**src/pkg/dtdc_pkg.sv**
```systemverilog
// Summary of operation
// Mode bit: 0 transmit, 1 demodulate
// Submode 00 normal, 01 ping-pong
// Writing normal submode ends ping-pong
// Submode 10/11 force wide output low/high
// Demod filter: none, 4, 8 cycles
// Combine outputs with AND, OR, NOR, NAND
// Demod edges: falling, rising, both
// Pin select routes output or demod source
// Logic field survives stop-mode recovery
// Eight-bit output starts at initial level
// Disabled eight-bit output shows inverted level
// Rising-edge flag, write one clears
// Falling-edge flag, write one clears
// Wide output starts at initial level
// Disabled wide output shows inverted level
// Enable loads high*256+low, sets level
// Zero toggles output, sets status, interrupt
// Single-pass stops, modulo-N reloads
// Reload bytes take effect at load
// Software keeps initial bits while enabled
// Port-three capture raises request two
package dtdc_pkg;

  typedef logic [31:0] dtdc_word_t;
  typedef logic [7:0] dtdc_byte_t;
  typedef logic [5:0] dtdc_idx_t;

  // ----------------------------------------------------------------
  // Register indices, byte address is index times four
  // ----------------------------------------------------------------
  localparam dtdc_idx_t IDX_T8_CTRL = 6'h00;
  localparam dtdc_idx_t IDX_COMMON = 6'h01;
  localparam dtdc_idx_t IDX_WIDE_CTRL = 6'h02;
  localparam dtdc_idx_t IDX_WIDE_RELOAD_HI = 6'h03;
  localparam dtdc_idx_t IDX_WIDE_RELOAD_LO = 6'h04;
  localparam dtdc_idx_t IDX_T8_RELOAD = 6'h05;
  localparam dtdc_idx_t IDX_STATUS = 6'h06;
  localparam dtdc_idx_t IDX_NONE = 6'h3f;

  // ----------------------------------------------------------------
  // Field positions
  // ----------------------------------------------------------------
  localparam int COM_MODE = 7;
  localparam int COM_PINSEL = 6;
  localparam int COM_LOGIC_LO = 4;
  localparam int COM_SUB_LO = 2;
  localparam int COM_BIT1 = 1;
  localparam int COM_BIT0 = 0;
  localparam int CTL_EN = 7;
  localparam int CTL_SINGLE = 6;
  localparam int CTL_STAT = 5;
  localparam int CTL_IEN = 1;

  // ----------------------------------------------------------------
  // Reset values and codes
  // ----------------------------------------------------------------
  localparam dtdc_byte_t RELOAD_RST = 8'h00;
  localparam logic [1:0] FIELD_RST = 2'h0;
  localparam logic [1:0] SUB_NORMAL = 2'h0;
  localparam logic [1:0] SUB_PING_PONG = 2'h1;
  localparam logic [1:0] SUB_FORCE_LOW = 2'h2;
  localparam logic [1:0] SUB_FORCE_HIGH = 2'h3;
  localparam logic [1:0] FLT_NONE = 2'h0;
  localparam logic [1:0] FLT_SHORT = 2'h1;
  localparam logic [1:0] FLT_LONG = 2'h2;
  localparam logic [1:0] EDGE_FALL = 2'h0;
  localparam logic [1:0] EDGE_RISE = 2'h1;
  localparam logic [1:0] EDGE_BOTH = 2'h2;
  localparam logic [1:0] LOGIC_AND = 2'h0;
  localparam logic [1:0] LOGIC_OR = 2'h1;
  localparam logic [1:0] LOGIC_NOR = 2'h2;
  localparam logic [1:0] LOGIC_NAND = 2'h3;

  // ----------------------------------------------------------------
  // Timing, in system clock cycles
  // ----------------------------------------------------------------
  localparam logic [3:0] FILTER_SHORT_CYC = 4'h4;
  localparam logic [3:0] FILTER_LONG_CYC = 4'h8;

endpackage : dtdc_pkg

```
**src/pkg/dtdc_demod_if.sv**
```systemverilog
interface dtdc_demod_if;
  logic sample;
  logic [1:0] filter_sel;
  logic [1:0] edge_sel;
  logic level;
  logic rise_evt;
  logic fall_evt;

  modport core (output sample, output filter_sel, output edge_sel, input level, input rise_evt, input fall_evt);
  modport det (input sample, input filter_sel, input edge_sel, output level, output rise_evt, output fall_evt);
endinterface : dtdc_demod_if

```
**src/dtdc_edge_detect.sv**
```systemverilog
module dtdc_edge_detect (
  input wire logic clock,
  input wire logic srst,
  dtdc_demod_if.det dif
);
  import dtdc_pkg::*;

  logic level_q;
  logic rise_q;
  logic fall_q;
  logic [3:0] run_q;
  logic [3:0] need;
  logic differ;
  logic accept;

  // ----------------------------------------------------------------
  // Glitch filter
  // ----------------------------------------------------------------
  // Reserved code falls back to no filtering
  always_comb begin
    case (dif.filter_sel)
      FLT_SHORT: need = FILTER_SHORT_CYC;
      FLT_LONG: need = FILTER_LONG_CYC;
      default: need = 4'h1;
    endcase
  end

  assign differ = dif.sample != level_q;
  assign accept = differ && (run_q + 4'h1 >= need);

  always_ff @(posedge clock) begin
    if (srst || !differ || accept) begin
      run_q <= 4'h0;
    end else begin
      run_q <= run_q + 4'h1;
    end
  end

  always_ff @(posedge clock) begin
    if (srst) begin
      level_q <= 1'b0;
    end else if (accept) begin
      level_q <= dif.sample;
    end
  end

  // ----------------------------------------------------------------
  // Edge selection
  // ----------------------------------------------------------------
  always_ff @(posedge clock) begin
    if (srst) begin
      rise_q <= 1'b0;
      fall_q <= 1'b0;
    end else begin
      rise_q <= accept && dif.sample && (dif.edge_sel == EDGE_RISE || dif.edge_sel == EDGE_BOTH);
      fall_q <= accept && !dif.sample && (dif.edge_sel == EDGE_FALL || dif.edge_sel == EDGE_BOTH);
    end
  end

  assign dif.level = level_q;
  assign dif.rise_evt = rise_q;
  assign dif.fall_evt = fall_q;

endmodule : dtdc_edge_detect

```
**src/dtdc_top.sv**
```systemverilog
// The AHB-Lite interface to the registers is this design's own decision.
module dtdc_top (
  input wire logic clock,
  input wire logic srst,
  input wire logic stop_recover,
  input wire logic hsel,
  input wire dtdc_pkg::dtdc_word_t haddr,
  input wire logic [1:0] htrans,
  input wire logic hwrite,
  input wire logic [2:0] hsize,
  input wire dtdc_pkg::dtdc_word_t hwdata,
  input wire logic hready,
  output dtdc_pkg::dtdc_word_t hrdata,
  output logic hreadyout,
  output logic hresp,
  input wire logic port_out_data,
  input wire logic port_three_demod_input,
  input wire logic port_two_demod_input,
  output logic eight_bit_counter_output,
  output logic sixteen_bit_counter_output,
  output logic shared_waveform_pin_o,
  output logic shared_waveform_pin_oe,
  output logic wide_timer_irq,
  output logic interrupt_request_two
);
  import dtdc_pkg::*;

  // ----------------------------------------------------------------
  // Declarations
  // ----------------------------------------------------------------
  dtdc_demod_if dif ();

  logic wr_q;
  dtdc_idx_t widx_q;
  dtdc_word_t hrdata_q;
  dtdc_byte_t wbyte;
  dtdc_byte_t rd_byte;
  logic take;

  logic mode_q;
  logic pinsel_q;
  logic [1:0] logic_q;
  logic [1:0] sub_q;
  logic init8_q;
  logic init16_q;
  logic rflag_q;
  logic fflag_q;
  logic pp_q;

  logic t8_en_q;
  logic t8_single_q;
  logic t8_stat_q;
  dtdc_byte_t t8_reload_q;
  dtdc_byte_t t8_cnt_q;
  logic eight_bit_counter_output_q;

  logic t16_en_q;
  logic t16_single_q;
  logic t16_stat_q;
  logic t16_ien_q;
  dtdc_byte_t rel_hi_q;
  dtdc_byte_t rel_lo_q;
  logic [15:0] t16_cnt_q;
  logic sixteen_bit_counter_output_q;

  logic pin_q;
  logic interrupt_request_two_q;

  logic w_t8;
  logic w_com;
  logic w_wide;
  logic t8_start;
  logic t16_start;
  logic t8_zero;
  logic t16_zero;
  logic forced;

  // ----------------------------------------------------------------
  // Helpers
  // ----------------------------------------------------------------
  function automatic dtdc_idx_t reg_idx(input dtdc_word_t addr);
    if (addr[31:8] != 24'h000000 || addr[1:0] != 2'h0) begin
      return IDX_NONE;
    end
    return addr[7:2];
  endfunction : reg_idx

  function automatic logic combine(input logic a, input logic b, input logic [1:0] sel);
    case (sel)
      LOGIC_AND: return a & b;
      LOGIC_OR: return a | b;
      LOGIC_NOR: return ~(a | b);
      default: return ~(a & b);
    endcase
  endfunction : combine

  // ----------------------------------------------------------------
  // AHB-Lite slave, zero wait states
  // ----------------------------------------------------------------
  assign take = hsel && hready && htrans[1];
  assign wbyte = hwdata[7:0];

  always_ff @(posedge clock) begin
    if (srst) begin
      wr_q <= 1'b0;
      widx_q <= IDX_NONE;
    end else begin
      wr_q <= take && hwrite;
      widx_q <= reg_idx(haddr);
    end
  end

  // Read data is caught at the address phase, so it stands in the data phase
  always_ff @(posedge clock) begin
    if (srst) begin
      hrdata_q <= 32'h00000000;
    end else if (take && !hwrite) begin
      hrdata_q <= {24'h000000, rd_byte};
    end
  end

  always_comb begin
    case (reg_idx(haddr))
      IDX_T8_CTRL: rd_byte = {t8_en_q, t8_single_q, t8_stat_q, 5'h00};
      IDX_COMMON: rd_byte = {mode_q, pinsel_q, logic_q, sub_q, mode_q ? {rflag_q, fflag_q} : {init8_q, init16_q}};
      IDX_WIDE_CTRL: rd_byte = {t16_en_q, t16_single_q, t16_stat_q, 3'h0, t16_ien_q, 1'b0};
      IDX_WIDE_RELOAD_HI: rd_byte = rel_hi_q;
      IDX_WIDE_RELOAD_LO: rd_byte = rel_lo_q;
      IDX_T8_RELOAD: rd_byte = t8_reload_q;
      IDX_STATUS: rd_byte = {3'h0, pp_q, dif.level, pin_q, sixteen_bit_counter_output_q, eight_bit_counter_output_q};
      default: rd_byte = 8'h00;
    endcase
  end

  assign hrdata = hrdata_q;
  assign hreadyout = 1'b1;
  assign hresp = 1'b0;

  assign w_t8 = wr_q && widx_q == IDX_T8_CTRL;
  assign w_com = wr_q && widx_q == IDX_COMMON;
  assign w_wide = wr_q && widx_q == IDX_WIDE_CTRL;

  // ----------------------------------------------------------------
  // Common control
  // ----------------------------------------------------------------
  always_ff @(posedge clock) begin
    if (srst || stop_recover) begin
      mode_q <= 1'b0;
      pinsel_q <= 1'b0;
      sub_q <= SUB_NORMAL;
      init8_q <= 1'b0;
      init16_q <= 1'b0;
    end else if (w_com) begin
      mode_q <= wbyte[COM_MODE];
      pinsel_q <= wbyte[COM_PINSEL];
      sub_q <= wbyte[COM_SUB_LO +: 2];
      if (!mode_q) begin
        init8_q <= wbyte[COM_BIT1];
        init16_q <= wbyte[COM_BIT0];
      end
    end
  end

  // Only the system reset reaches this field
  always_ff @(posedge clock) begin
    if (srst) begin
      logic_q <= FIELD_RST;
    end else if (w_com) begin
      logic_q <= wbyte[COM_LOGIC_LO +: 2];
    end
  end

  // Edge flags, a new edge beats a clear in the same cycle
  always_ff @(posedge clock) begin
    if (srst || stop_recover) begin
      rflag_q <= 1'b0;
      fflag_q <= 1'b0;
    end else begin
      rflag_q <= (rflag_q && !(w_com && mode_q && wbyte[COM_BIT1])) || (mode_q && dif.rise_evt);
      fflag_q <= (fflag_q && !(w_com && mode_q && wbyte[COM_BIT0])) || (mode_q && dif.fall_evt);
    end
  end

  // Ping-pong sequence state
  always_ff @(posedge clock) begin
    if (srst || stop_recover) begin
      pp_q <= 1'b0;
    end else if (w_com) begin
      pp_q <= !wbyte[COM_MODE] && wbyte[COM_SUB_LO +: 2] == SUB_PING_PONG;
    end
  end

  assign forced = !mode_q && (sub_q == SUB_FORCE_LOW || sub_q == SUB_FORCE_HIGH);

  // ----------------------------------------------------------------
  // Demodulator input
  // ----------------------------------------------------------------
  assign dif.sample = pinsel_q ? port_two_demod_input : port_three_demod_input;
  assign dif.filter_sel = sub_q;
  assign dif.edge_sel = logic_q;

  dtdc_edge_detect u_edge (
    .clock(clock),
    .srst(srst),
    .dif(dif.det)
  );

  // Masking of this request lives in the interrupt controller
  always_ff @(posedge clock) begin
    if (srst) begin
      interrupt_request_two_q <= 1'b0;
    end else begin
      interrupt_request_two_q <= mode_q && !pinsel_q && (dif.rise_evt || dif.fall_evt);
    end
  end

  assign interrupt_request_two = interrupt_request_two_q;

  // ----------------------------------------------------------------
  // Start and terminal conditions
  // ----------------------------------------------------------------
  assign t8_zero = t8_en_q && t8_cnt_q == 8'h00;
  assign t16_zero = t16_en_q && t16_cnt_q == 16'h0000;
  // Ping-pong hands the run to the other counter at each terminal count
  assign t8_start = (w_t8 && wbyte[CTL_EN] && !t8_en_q) || (pp_q && t16_zero);
  assign t16_start = (w_wide && wbyte[CTL_EN] && !t16_en_q) || (pp_q && t8_zero);

  // ----------------------------------------------------------------
  // Eight-bit counter
  // ----------------------------------------------------------------
  always_ff @(posedge clock) begin
    if (srst) begin
      t8_en_q <= 1'b0;
      t8_single_q <= 1'b0;
    end else if (t8_start) begin
      t8_en_q <= 1'b1;
      // A starting write must still latch its own pass mode
      if (w_t8) begin
        t8_single_q <= wbyte[CTL_SINGLE];
      end
    end else if (w_t8) begin
      t8_en_q <= wbyte[CTL_EN];
      t8_single_q <= wbyte[CTL_SINGLE];
    end else if (t8_zero && (t8_single_q || pp_q)) begin
      t8_en_q <= 1'b0;
    end
  end

  always_ff @(posedge clock) begin
    if (srst) begin
      t8_stat_q <= 1'b0;
    end else begin
      t8_stat_q <= (t8_stat_q && !(w_t8 && wbyte[CTL_STAT])) || t8_zero;
    end
  end

  always_ff @(posedge clock) begin
    if (srst) begin
      t8_reload_q <= RELOAD_RST;
    end else if (wr_q && widx_q == IDX_T8_RELOAD) begin
      t8_reload_q <= wbyte;
    end
  end

  always_ff @(posedge clock) begin
    if (srst) begin
      t8_cnt_q <= RELOAD_RST;
      eight_bit_counter_output_q <= 1'b1;
    end else if (t8_start) begin
      t8_cnt_q <= t8_reload_q;
      eight_bit_counter_output_q <= init8_q;
    end else if (!t8_en_q) begin
      eight_bit_counter_output_q <= !init8_q;
    end else if (t8_zero) begin
      t8_cnt_q <= t8_reload_q;
      eight_bit_counter_output_q <= !eight_bit_counter_output_q;
    end else begin
      t8_cnt_q <= t8_cnt_q - 8'h01;
    end
  end

  assign eight_bit_counter_output = eight_bit_counter_output_q;

  // ----------------------------------------------------------------
  // Sixteen-bit counter
  // ----------------------------------------------------------------
  always_ff @(posedge clock) begin
    if (srst) begin
      t16_en_q <= 1'b0;
      t16_single_q <= 1'b0;
      t16_ien_q <= 1'b0;
    end else if (t16_start) begin
      t16_en_q <= 1'b1;
      if (w_wide) begin
        t16_single_q <= wbyte[CTL_SINGLE];
        t16_ien_q <= wbyte[CTL_IEN];
      end
    end else if (w_wide) begin
      t16_en_q <= wbyte[CTL_EN];
      t16_single_q <= wbyte[CTL_SINGLE];
      t16_ien_q <= wbyte[CTL_IEN];
    end else if (t16_zero && (t16_single_q || pp_q)) begin
      t16_en_q <= 1'b0;
    end
  end

  // Status is set by the terminal count, cleared by writing one
  always_ff @(posedge clock) begin
    if (srst) begin
      t16_stat_q <= 1'b0;
    end else begin
      t16_stat_q <= (t16_stat_q && !(w_wide && wbyte[CTL_STAT])) || t16_zero;
    end
  end

  // Written any time, used only when the counter loads
  always_ff @(posedge clock) begin
    if (srst) begin
      rel_hi_q <= RELOAD_RST;
      rel_lo_q <= RELOAD_RST;
    end else if (wr_q && widx_q == IDX_WIDE_RELOAD_HI) begin
      rel_hi_q <= wbyte;
    end else if (wr_q && widx_q == IDX_WIDE_RELOAD_LO) begin
      rel_lo_q <= wbyte;
    end
  end

  always_ff @(posedge clock) begin
    if (srst) begin
      t16_cnt_q <= 16'h0000;
    end else if (t16_start || t16_zero) begin
      t16_cnt_q <= {rel_hi_q, rel_lo_q};
    end else if (t16_en_q) begin
      t16_cnt_q <= t16_cnt_q - 16'h0001;
    end
  end

  // Forced codes win over everything, even while counting
  always_ff @(posedge clock) begin
    if (srst) begin
      sixteen_bit_counter_output_q <= 1'b1;
    end else if (forced) begin
      sixteen_bit_counter_output_q <= sub_q == SUB_FORCE_HIGH;
    end else if (t16_start) begin
      sixteen_bit_counter_output_q <= init16_q;
    end else if (!t16_en_q) begin
      sixteen_bit_counter_output_q <= !init16_q;
    end else if (t16_zero) begin
      sixteen_bit_counter_output_q <= !sixteen_bit_counter_output_q;
    end
  end

  assign sixteen_bit_counter_output = sixteen_bit_counter_output_q;
  assign wide_timer_irq = t16_stat_q && t16_ien_q;

  // ----------------------------------------------------------------
  // Shared pin
  // ----------------------------------------------------------------
  // Changing initial levels mid-run glitches this pin; software avoids it
  always_ff @(posedge clock) begin
    if (srst) begin
      pin_q <= 1'b0;
    end else if (pinsel_q) begin
      pin_q <= combine(eight_bit_counter_output_q, sixteen_bit_counter_output_q, logic_q);
    end else begin
      pin_q <= port_out_data;
    end
  end

  assign shared_waveform_pin_o = pin_q;
  assign shared_waveform_pin_oe = !mode_q;

endmodule : dtdc_top

```
**config.mk**
```make
export PLATFORM = sky130hd
export DESIGN_NAME = dtdc_top
export DESIGN_NICKNAME = d
export VERILOG_FILES = /design/src/pkg/dtdc_pkg.sv /design/src/pkg/dtdc_demod_if.sv /design/src/dtdc_edge_detect.sv /design/src/dtdc_top.sv
export SDC_FILE = /design/constraint.sdc
export NUM_CORES = 1
export LEC_CHECK = 0
export BUFFER_PORTS_ARGS = -buffer_cell sky130_fd_sc_hd__buf_2
export CORE_MARGIN = 3
export CORE_UTILIZATION = 55
export DETAILED_ROUTE_END_ITERATION = 6
export GPL_TIMING_DRIVEN = 1
export PLACE_DENSITY = 0.93
export RECOVER_POWER = 100
export SLEW_MARGIN = 10
export SYNTH_ARGS = -nofsm -noshare
export SYNTH_HDL_FRONTEND = slang
export SYNTH_SLANG_ARGS = --single-unit
```
**constraint.sdc**
```tcl
create_clock -name clock -period 3.45 [get_ports clock]
set_input_delay 0.1725 -clock clock [delete_from_list [all_inputs] [get_ports clock]]
set_output_delay 0.1725 -clock clock [all_outputs]
set_load 0.01 [all_outputs]
```
# After elaboration in Yosys (flattened, before gate mapping)
# Cells that the tools add are included.
[word_totals]
register_bits = 92
input_bits = 78
out_inout_bits = 40
[classes]
n_addsub = 3
order_cmp = 1
eq_ne = 20
mux = 29
bitwise_logic = 6
reduce_logical = 87
[op_table]
columns = ["cell", "count"]
rows = [
  ["case mux 8 bit (7 select lines)", 1],
  ["logical AND 1 bit", 41],
  ["2-to-1 mux 16 bit", 2],
  ["equality test 6 x 3 -> 1 bit, second input constant", 5],
  ["equality test 6 x 2 -> 1 bit, second input constant", 4],
  ["2-to-1 mux 8 bit", 3],
  ["nonzero test 24 bit", 1],
  ["2-to-1 mux 6 bit", 3],
  ["logical OR 1 bit", 17],
  ["2-to-1 mux 1 bit", 17],
  ["logical NOT 1 bit", 16],
  ["logical NOT 16 bit", 1],
  ["subtractor 16 x 1 -> 16 bit, second input constant", 1],
  ["equality test 6 x 1 -> 1 bit, second input constant", 2],
  ["logical NOT 6 bit", 2],
  ["logical NOT 8 bit", 1],
  ["case mux 4 bit (2 select lines)", 1],
  ["subtractor 8 x 1 -> 8 bit, second input constant", 1],
  ["equality test 2 x 1 -> 1 bit, second input constant", 3],
  ["equality test 2 bit, second input constant", 3],
  ["nonzero test 2 bit", 3],
  ["nonzero test 3 bit", 2],
  ["adder 4 x 1 -> 4 bit, second input constant", 1],
  [">= comparator 4 bit", 1],
  ["10 further kinds", 14],
]

# Longest topological paths before layout
# Gate-level depths: netlist of run 1.
[depth]
ltp_word = 7
depth_mapped = 8
mapped_depth_nobuf = 8

# Cells and area by module
# From an unflattened synthesis of run 1, not the netlist that was laid out.
[unflattened]
cells_unflattened = 577
area_unflattened_um2 = 4902.2
[by_module_without_submodules]
columns = ["mod", "n_inst", "cells_per_inst", "area_per_inst_um2", "seq_area_each_um2"]
rows = [
  ["dtdc_top", 1, 535, 4504.3, 1701.6],
  ["dtdc_edge_detect", 1, 42, 397.9, 140.1],
]

# Worst setup path after synthesis of run 1
# No wires, ideal clock.
[synth_timing]
path_kind = "flip-flop to flip-flop"
startpoint = "register t16_cnt_q[8]"
endpoint = "register eight_bit_counter_output_q, in the netlist eight_bit_counter_output"
setup_ns = 0.116
arrival_time_ns = 2.117
required_time_ns = 3.334
path_slack_ns = 1.218
stages_incl_launch_ff = 6
n_path_buf = 0
cell_sequence = "dfxtp_1 or4_4 or4_4 nor4_4 mux2_4 a31o_1"
[synth_via]
elab_chain_len = 5
elab_cells_between_ends = 6
[synth_lines]
columns = ["item", "line", "rtl"]
rows = [
  ["start, declared", "dtdc_top.sv:63", "logic [15:0] t16_cnt_q;"],
  ["start signal, assigned", "dtdc_top.sv:332", "t16_cnt_q <= {rel_hi_q, rel_lo_q};"],
  ["start signal, assigned", "dtdc_top.sv:334", "t16_cnt_q <= t16_cnt_q - 16'h0001;"],
  ["logical NOT 16 bit (*)", "dtdc_top.sv:223", "assign t16_zero = t16_en_q && t16_cnt_q == 16'h0000;"],
  ["logical AND 1 bit (*)", "dtdc_top.sv:223", ""],
  ["logical AND 1 bit (*)", "dtdc_top.sv:225", "assign t8_start = (w_t8 && wbyte[CTL_EN] && !t8_en_q) || (pp_q && t16_zero);"],
  ["logical OR 1 bit (*)", "dtdc_top.sv:225", ""],
  ["inequality test 3 x 1 -> 1 bit (no line) or 2-to-1 mux 1 bit (tied branches)", "--", ""],
  ["end signal, assigned", "dtdc_top.sv:271", "eight_bit_counter_output_q <= init8_q;"],
  ["end signal, assigned", "dtdc_top.sv:273", "eight_bit_counter_output_q <= !init8_q;"],
  ["end signal, assigned", "dtdc_top.sv:276", "eight_bit_counter_output_q <= !eight_bit_counter_output_q;"],
  ["end, declared", "dtdc_top.sv:55", "logic eight_bit_counter_output_q;"],
]
# Mark *: on every way between the ends. The rest lies on a longest branch, timed or not.
# A chain may end at the register's enable or synchronous reset.

# Worst setup path after layout of run 1
# Same ends and word-level chain as after synthesis.

==> results of run 1 <==
[cells by family (layout without fill, tap and decap cells)]
group,Yosys count,after routing,share of synthesized area
DFF,92,92,0.384
muxes,42,42,0.0894
AOI/OAI and AO/OA,107,107,0.149
adders and majority gates,14,14,0.0365
other,2,26,0.00156
buffers and inverters,67,101,0.0777
and+or+nand+nor,215,215,0.229
xor gates and xnor gates,18,18,0.0328
[worst paths after layout]
kind                     start  depth (start not counted)  slack, ps                  endpoint
setup / recovery  t16_cnt_q[8]                          5        460  eight_bit_counter_output
setup reg to reg  t16_cnt_q[8]                          5        460  eight_bit_counter_output
hold / removal        haddr[7]                          2         10                 widx_q[5]
hold reg to reg      hrdata[5]                          2        470                 hrdata[5]
[state kept, by name (all words and copies together), names as in the netlist, 2 cells and up]
register        cells
dif.filter_sel      2
t16_cnt_q          16
rel_lo_q            8
widx_q              6
t8_reload_q         8
rel_hi_q            8
t8_cnt_q            8
hrdata              8
dif.edge_sel        2
u_edge.run_q        4
[cells in the mapped netlist, drive strengths merged (4+ instances only)]
cell type and count:
a211oi 14, o22ai 4, nand3 17, mux2 4, nand2 39, nor2 79, nor2b 11, clkbuf 17
dfxtp 92, xnor2 11, ha 14, nor4 16, o211ai 5, a21oi 25, a31oi 7, o21ai 19
nand4 8, nor3 9, buf 30, a32o 4, or3 9, a22oi 6, mux2i 38, nand2b 4
nand4b 4, xor2 7, inv 20
[routing by layer]
metal | share of wire | GRT usage
met1 | 0.41 | 0.347
met5 | 0 | 0
met2 | 0.46 | 0.410
met4 | 0.020 | 0.0578
met3 | 0.11 | 0.0603
[per-stage QoR]
| stage | std cells | area, µm² | hold WS [ps] |
|---|---|---|---|
| 3_5_place_dp | 706 | 5070 | 379 |
| 5_1_grt | 720 | 5230 | 1.22 |
| 6_report | 720 | 5230 | 11.5 |
| 4_1_cts | 720 | 5280 | 2.78 |
| 3_3_place_gp | 706 | 5070 | 382 |
| 2_1_floorplan | 581 | 4890 | 276 |
[cell usage in the layout (no fill, tap or decap), types with 7 or more instances in the layout]
master    synthesis  layout
nor3_1            8       9
clkbuf_8          2      10
a21oi_1          25      25
or3_1             7       7
inv_1            20      20
dfxtp_1          92      92
ha_1             14      14
buf_2             3      49
mux2i_1          38      38
nand3_1          17      17
nand4_1           8       8
xnor2_1          11      11
clkbuf_1         15      17
nor2b_1          11      11
conb_1            2      26
nor4_1           14      15
nor2_1           79      79
a211oi_1         14      14
nand2_1          39      39
o21ai_0          19      19
xor2_1            7       7
a31oi_1           7       7
[cell type report]
| cell class | count | area share |
|---|---|---|
| clock inverters | 4 | 0.0144 |
| well taps | 105 | 0.0251 |
| multi-input cells | 422 | 0.507 |
| inverters | 20 | 0.0144 |
| clock buffers | 10 | 0.0263 |
| flip-flops and latches | 92 | 0.352 |
| repair buffers | 67 | 0.0605 |
[worst reg2reg max path, cell delays in order, from the launching register on]
cell	delay (ps)
dfxtp_1	360
or4_1	630
or4_4	500
nor4_1	890
mux2_4	350
a31o_1	170
[where the power goes]
part / internal (mW) / switching, mW
clock network: 0.420 / 0.365
logic: 0.0331 / 0.0741
registers: 1.06 / 0.00161
total: 1.52 / 0.441
==> impl_results.md, run 1 <==
* First-pass DRT Iterations at 5
* Final setup margin at 456 ps
* Startpoint Class: flop
* Via count at 4422
* Unrepaired setup endpoints after global routing: no
* Largest area contributor in the netlist: dfxtp_1
* Cells after Synth at around 560
* CTS Buffer Depth at 2
* Required @ worst endpoint at between 3000 and 4000 ps
* Vias in the first global route at 4102
* Cell Chain, Critical Path: or4_1 -> or4_4 -> nor4_1 -> mux2_4 -> a31o_1
* Worst slew pin tran at ~1800 ps
* Detail Route Antenna Nets at 0
* Hold/Removal Path Class: primary input to flop
* Port Buffer Count at between 60 and 70
* First-pass GRT wire length at 20100 µm
* Final cell utilization of the core at 0.627
* Final setup viols at 0
* # rows at 33
* TNS Setup at 0 ps
* # nets final at 704
* Antenna diodes at 0
* CP Buf/Inv Count at 0
* Total power at 1.96 mW
* Fillers at slightly below 700
* Leak at 2.06 nW
* Max Slew Vio Count at 40
* Num CTS Buffers at 9
* # hold bufs at CTS at 0
* Synth Register Bits at 92
* Worst EP arrival at 3250 ps
* Max incr delay on CP at 890 ps
* DRC at 0
* Clock sinks at 92
* Iteration-0 DRC Markers at 462
* Setup CP Type: flop to flop
* Syn Std Cell Area at 4800 µm²
* Initial Util at 0.576
* Largest net degree at the start of global routing at 40
* Ys async rst share at 0
* Critical Path Fanout Max at 5
* Layout cells sized above 1 at 0.120
* DR WL/cell at 17.6 µm
* Root buffer cell: clkbuf_8
* Layout Area Growth over Synthesis at 8.94%
* Chip width at 99.4 µm
* Reg area at roughly 1800 µm²
* Area contributors post-synth: dfxtp_1 38%, mux2i_1 7.9%, nor2_1 6.2%
* RePlAce Congestion at approximately 0.91
* GRT Overall Usage at 0.254
* Vias/cell at 6.14
* Fin. Hold Viols at 0
* Fmax at 0.334 GHz
* Post-Route WL at between 10000 and 15000 µm
* TritonCTS clock tree: built
* Place WS at just over 900 ps
* Top cell type's share of synthesized area at 0.384
* Worst-skew pair later-pin latency at between 300 and 400 ps
* H-Tree Depth at 3
* Total setup buffers inserted after CTS at 0
* Main synth FF type: dfxtp_1
* Status: complete, but fails checks
* Max_slew headroom at -0.221
* Synth cell types at 59
* P per Cell Area at 374 nW/µm²
* Crit. End Element: flop
* Avg Cell Area, Syn at 8.62 µm²
* Clk_skew at 8.64 ps
* Failing checks: capacitance limit, slew limit
* Multi-input gate area at 2650 µm²
* CTS resizes at 0
* Number of synthesized flops with an enable pin at 0
* Global route overflow at 0
* Initial antenna violation count at 0
* Die Area at 9890 µm²
* Dpl hpwl at 9430 µm
* Sequential area share after synthesis at 0.384
* I/O pins at around 120
* Max-cap violations at 1
* CP max stage cell: nor4_1
* Worst vdd ir at 0.000259 V
* Yosys warns at 0
* Die H at roughly 99 µm
* Core area at 8340 µm²
* Worst-path clk slew at 90 ps
* Tcrit/Tclk final at 0.868
* Tmin final at 2990 ps
* Cell family with most CP delay: simple AND/OR/NAND/NOR gates
(Power assumes the default switching activity.)
==> inputs of run 2 (changes only) <==
Settings changed: SYNTH_HIERARCHICAL set to 1.
==> run 2 against run 1 <==
  * The flow now finishes without violations
  * Utilization increased by 1.5 points
  * Highest routed layer unchanged
  * Die area increased by 2.0%
  * Hold slack improved by 34 ps
  * Cell count increased by 3.5%
  * Critical path depth increased by 2
  * Count of clock-buffer cells in the layout increased by 1
  * Synthesized cell count increased by 3.6%
  * Register-to-register slack improved by 80 ps
  * Total power increased by 2.3%
  * Critical path type unchanged
==> impl_results.md, run 2 <==
* R2r setup slk at 530 ps (+80 ps)
* Unrepaired setup endpoints after global routing: no
* Via count at 4714 (+6.6%)
* Tcrit/Tclk final at 0.845 (-0.0224)
* Synth cell types at 65 (+10%)
* Seq pwr share at 0.532 (-0.012)
* # rows at 33 (unchanged)
* Ys async rst share at 0 (unchanged)
* Max incr delay on CP at 760 ps (-130 ps)
* Critical Path Fanout Max at 10 (+5)
* Layout cells sized above 1 at 0.127 (+0.00624)
* Largest area contributor in the netlist: dfxtp_1
* Leak at 2.07 nW (+0.22%)
* Cells after Synth at 577 (+3.6%)
* Max_slew headroom at 0.327 (+0.548)
* Layout Area Growth over Synthesis at 10.3%
* CTS resizes at 0 (unchanged)
* Initial antenna violation count at 0 (unchanged)
* Total power at 2.00 mW (+2.3%)
* Crit. End Element: flop
* Worst Reg2Reg Path Length in Cells at 7 (+2)
* I/O pins at 118 (unchanged)
* Root buffer cell: clkbuf_8
* H-Tree Depth at 3 (unchanged)
* Dpl hpwl at 10100 µm (+7.3%)
* DRC at 0 (unchanged)
* P per Cell Area at 370 nW/µm² (-1.1%)
* Main synth FF type: dfxtp_1
* Vias in the first global route at 4467 (+8.9%)
* Core area at 8420 µm² (+0.99%)
* Port Buffer Count at 63 (unchanged)
* Status: finished clean
* Final cell utilization of the core at 0.642 (+0.0151)
* Number of synthesized flops with an enable pin at 0 (unchanged)
* Tmin final at 2920 ps (-77.2 ps)
* Worst vdd ir at 0.000285 V (+10%)
* # hold bufs at CTS at 3 (+3)
* Syn Std Cell Area at 4900 µm² (+2.1%)
* Setup CP Type: flop to flop
* Iteration-0 DRC Markers at 656 (+42%)
* Synth Register Bits at 92 (unchanged)
* Clock sinks at 92 (unchanged)
* Crit path to: t16_cnt_q[3]
* Top post-synthesis cells by count: 92 x dfxtp_1, 58 x nor2_1, 47 x mux2i_1
* Final setup viols at 0 (unchanged)
* CP Buf/Inv Count at 1 (+1)
* Startpoint Class: flop
* Cell family with most CP delay: simple AND/OR/NAND/NOR gates
* TritonCTS clock tree: built
* RePlAce Congestion at 0.919 (+1.2%)
* Worst-path clk slew at 90 ps (about the same)
* Avg Cell Area, Syn at 8.50 µm² (-1.4%)
* Detail Route Antenna Nets at 0 (unchanged)
* First-pass GRT wire length at 22100 µm (+10%)
* CP startpoint: t8_cnt_q[0]
* Hold Crit Start: port_out_data
* Most common cell in the netlist: dfxtp_1
* DR WL/cell at 18.6 µm (+5.4%)
* FF-to-FF End: t16_cnt_q[3]
* Max FFs per register at 16 (unchanged)
* Cell Chain, Critical Path: inv_1 -> ha_1 -> or4b_2 -> nor3_1 -> a211oi_2 -> a32oi_1 -> o21ai_0
* Die H at 100 µm (+0.99%)
* Worst EP arrival at 3150 ps (-100 ps)
* Clk_skew at 12.4 ps (+3.73 ps)
* Vias/cell at 6.33 (+3.0%)
* CTS Buffer Depth at 2 (unchanged)
* Antenna diodes at 0 (unchanged)
* Global route overflow at 0 (unchanged)
* Net switching power of the design at 472 µW (+7.0%)
* Max-cap violations at 0 (-1)
* Area contributors post-synth: dfxtp_1 38%, mux2i_1 9.6%, nor2_1 4.4%
* Largest net degree at the start of global routing at 70 (+75%)
* # nets final at 723 (+2.7%)
* Initial Util at 0.582 (+0.00639)
* Fin. Hold Viols at 0 (unchanged)
* Logic pwr share at 0.052 (-0.003)
* Post-route cell area at 5410 µm² (+3.4%)
* Sequential area share after synthesis at 0.376 (-0.00793)
* TNS Setup at 0 ps (unchanged)
* Fmax at 0.343 GHz (+2.6%)
* WP depth at 7 (+2)
* Commonest non-fill, non-tap cell in the layout: dfxtp_1
* Worst r2r src: t8_cnt_q[0]
* Hold/Removal Path Class: primary input to flop
* Internal cell power at 1.53 mW (+0.88%)
* Largest Register: t16_cnt_q
* Total setup buffers inserted after CTS at 0 (unchanged)
* Num CTS Buffers at 9 (unchanged)
* CP max stage cell: nor3_1
* Worst slew pin tran at 1010 ps (-826 ps)
* Post-Route WL at 13900 µm (+9.1%)
* First-pass DRT Iterations at 6 (+1)
* Max Slew Vio Count at 0 (-100%)
* Net Sw Frac at 0.236 (+0.0105)
* Fillers at 660 (-4.8%)
* Yosys warns at 6 (+6)
* Placed Area at 5180 µm² (+2.3%)
* Required @ worst endpoint at 3690 ps (-20 ps)
* Top cell type's share of synthesized area at 0.376 (-0.00793)
* Worst-skew pair later-pin latency at 370 ps (about the same)
* Die Area at 10100 µm² (+2.0%)
* GRT Overall Usage at 0.275 (+0.0214)
* Chip width at 100 µm (+0.99%)
* Most frequent cells in the layout: 92 x dfxtp_1, 59 x nor2_1, 49 x buf_2
* Clock power frac at 0.416 (+0.015)
==> run 2: power by group through the flow <==
stage                     sequential [mW]  combinational (mW)  clock (mW)
after floorplan                      1.09              0.0745           0
after global placement               1.09              0.0956           0
after detailed placement             1.09              0.0980           0
after CTS                            1.06               0.101       0.829
after global routing                 1.06               0.114       0.864
final                                1.06               0.105       0.832
==> run 2: worst min path at each step <==
stage	end	slack (ps)	cells past startpoint
finish	shared_waveform_pin_o	50	3
global placement	widx_q[3]	370	2
floorplan	widx_q[3]	280	1
CTS	shared_waveform_pin_o	40	3
global route	wr_q	70	2
detailed placement	widx_q[3]	380	2
==> run 2: cell type report <==
cell class,instances,area [µm²],area share
Multi-Input combinational cell,439,2770,0.512
Sequential cell,92,1840,0.341
Timing Repair Buffer,70,354,0.0655
Clock buffer,11,141,0.0261
Tap cell,105,131,0.0243
Inverter,23,86.3,0.0160
Clock inverter,5,85.1,0.0157
==> run 2: tightest hold or removal path: cells and delay by family <==
| kind | cells | cell delay [ps] |
|---|---|---|
| buffers and inverters | 1 | 90 |
| AOI/OAI and AO/OA | 1 | 50 |
| and+or+nand+nor | 1 | 60 |
==> run 2: stage by stage <==
| step | instances | hold slack (ps) | setup WS (ps) |
|---|---|---|---|
| 2_1_floorplan | 601 | 276 | 1260 |
| 3_3_place_gp | 726 | 375 | 960 |
| 3_5_place_dp | 726 | 377 | 877 |
| 4_1_cts | 745 | 41.9 | 846 |
| 5_1_grt | 745 | 66.7 | 311 |
| 6_report | 745 | 45.9 | 534 |
==> run 2: per-layer routing <==
| metal | up-vias | global-route usage | wire (µm) |
|---|---|---|---|
| met5 | - | 0 | 0 |
| met4 | 0 | 0.124 | 512 |
| met3 | 48 | 0.0452 | 1230 |
| met2 | 279 | 0.460 | 6700 |
| met1 | 2222 | 0.349 | 5410 |
| li1 | 2165 | - | - |
==> run 2: logic make-up after synthesis <==
| family | count (synthesis) | synth area share |
|---|---|---|
| muxes | 50 | 0.105 |
| DFF | 92 | 0.376 |
| and+or+nand+nor | 218 | 0.227 |
| xor gates and xnor gates | 12 | 0.0214 |
| adders and majority gates | 10 | 0.0255 |
| AOI/OAI and AO/OA | 123 | 0.168 |
| buffers and inverters | 70 | 0.0755 |
| other | 2 | 0.00153 |
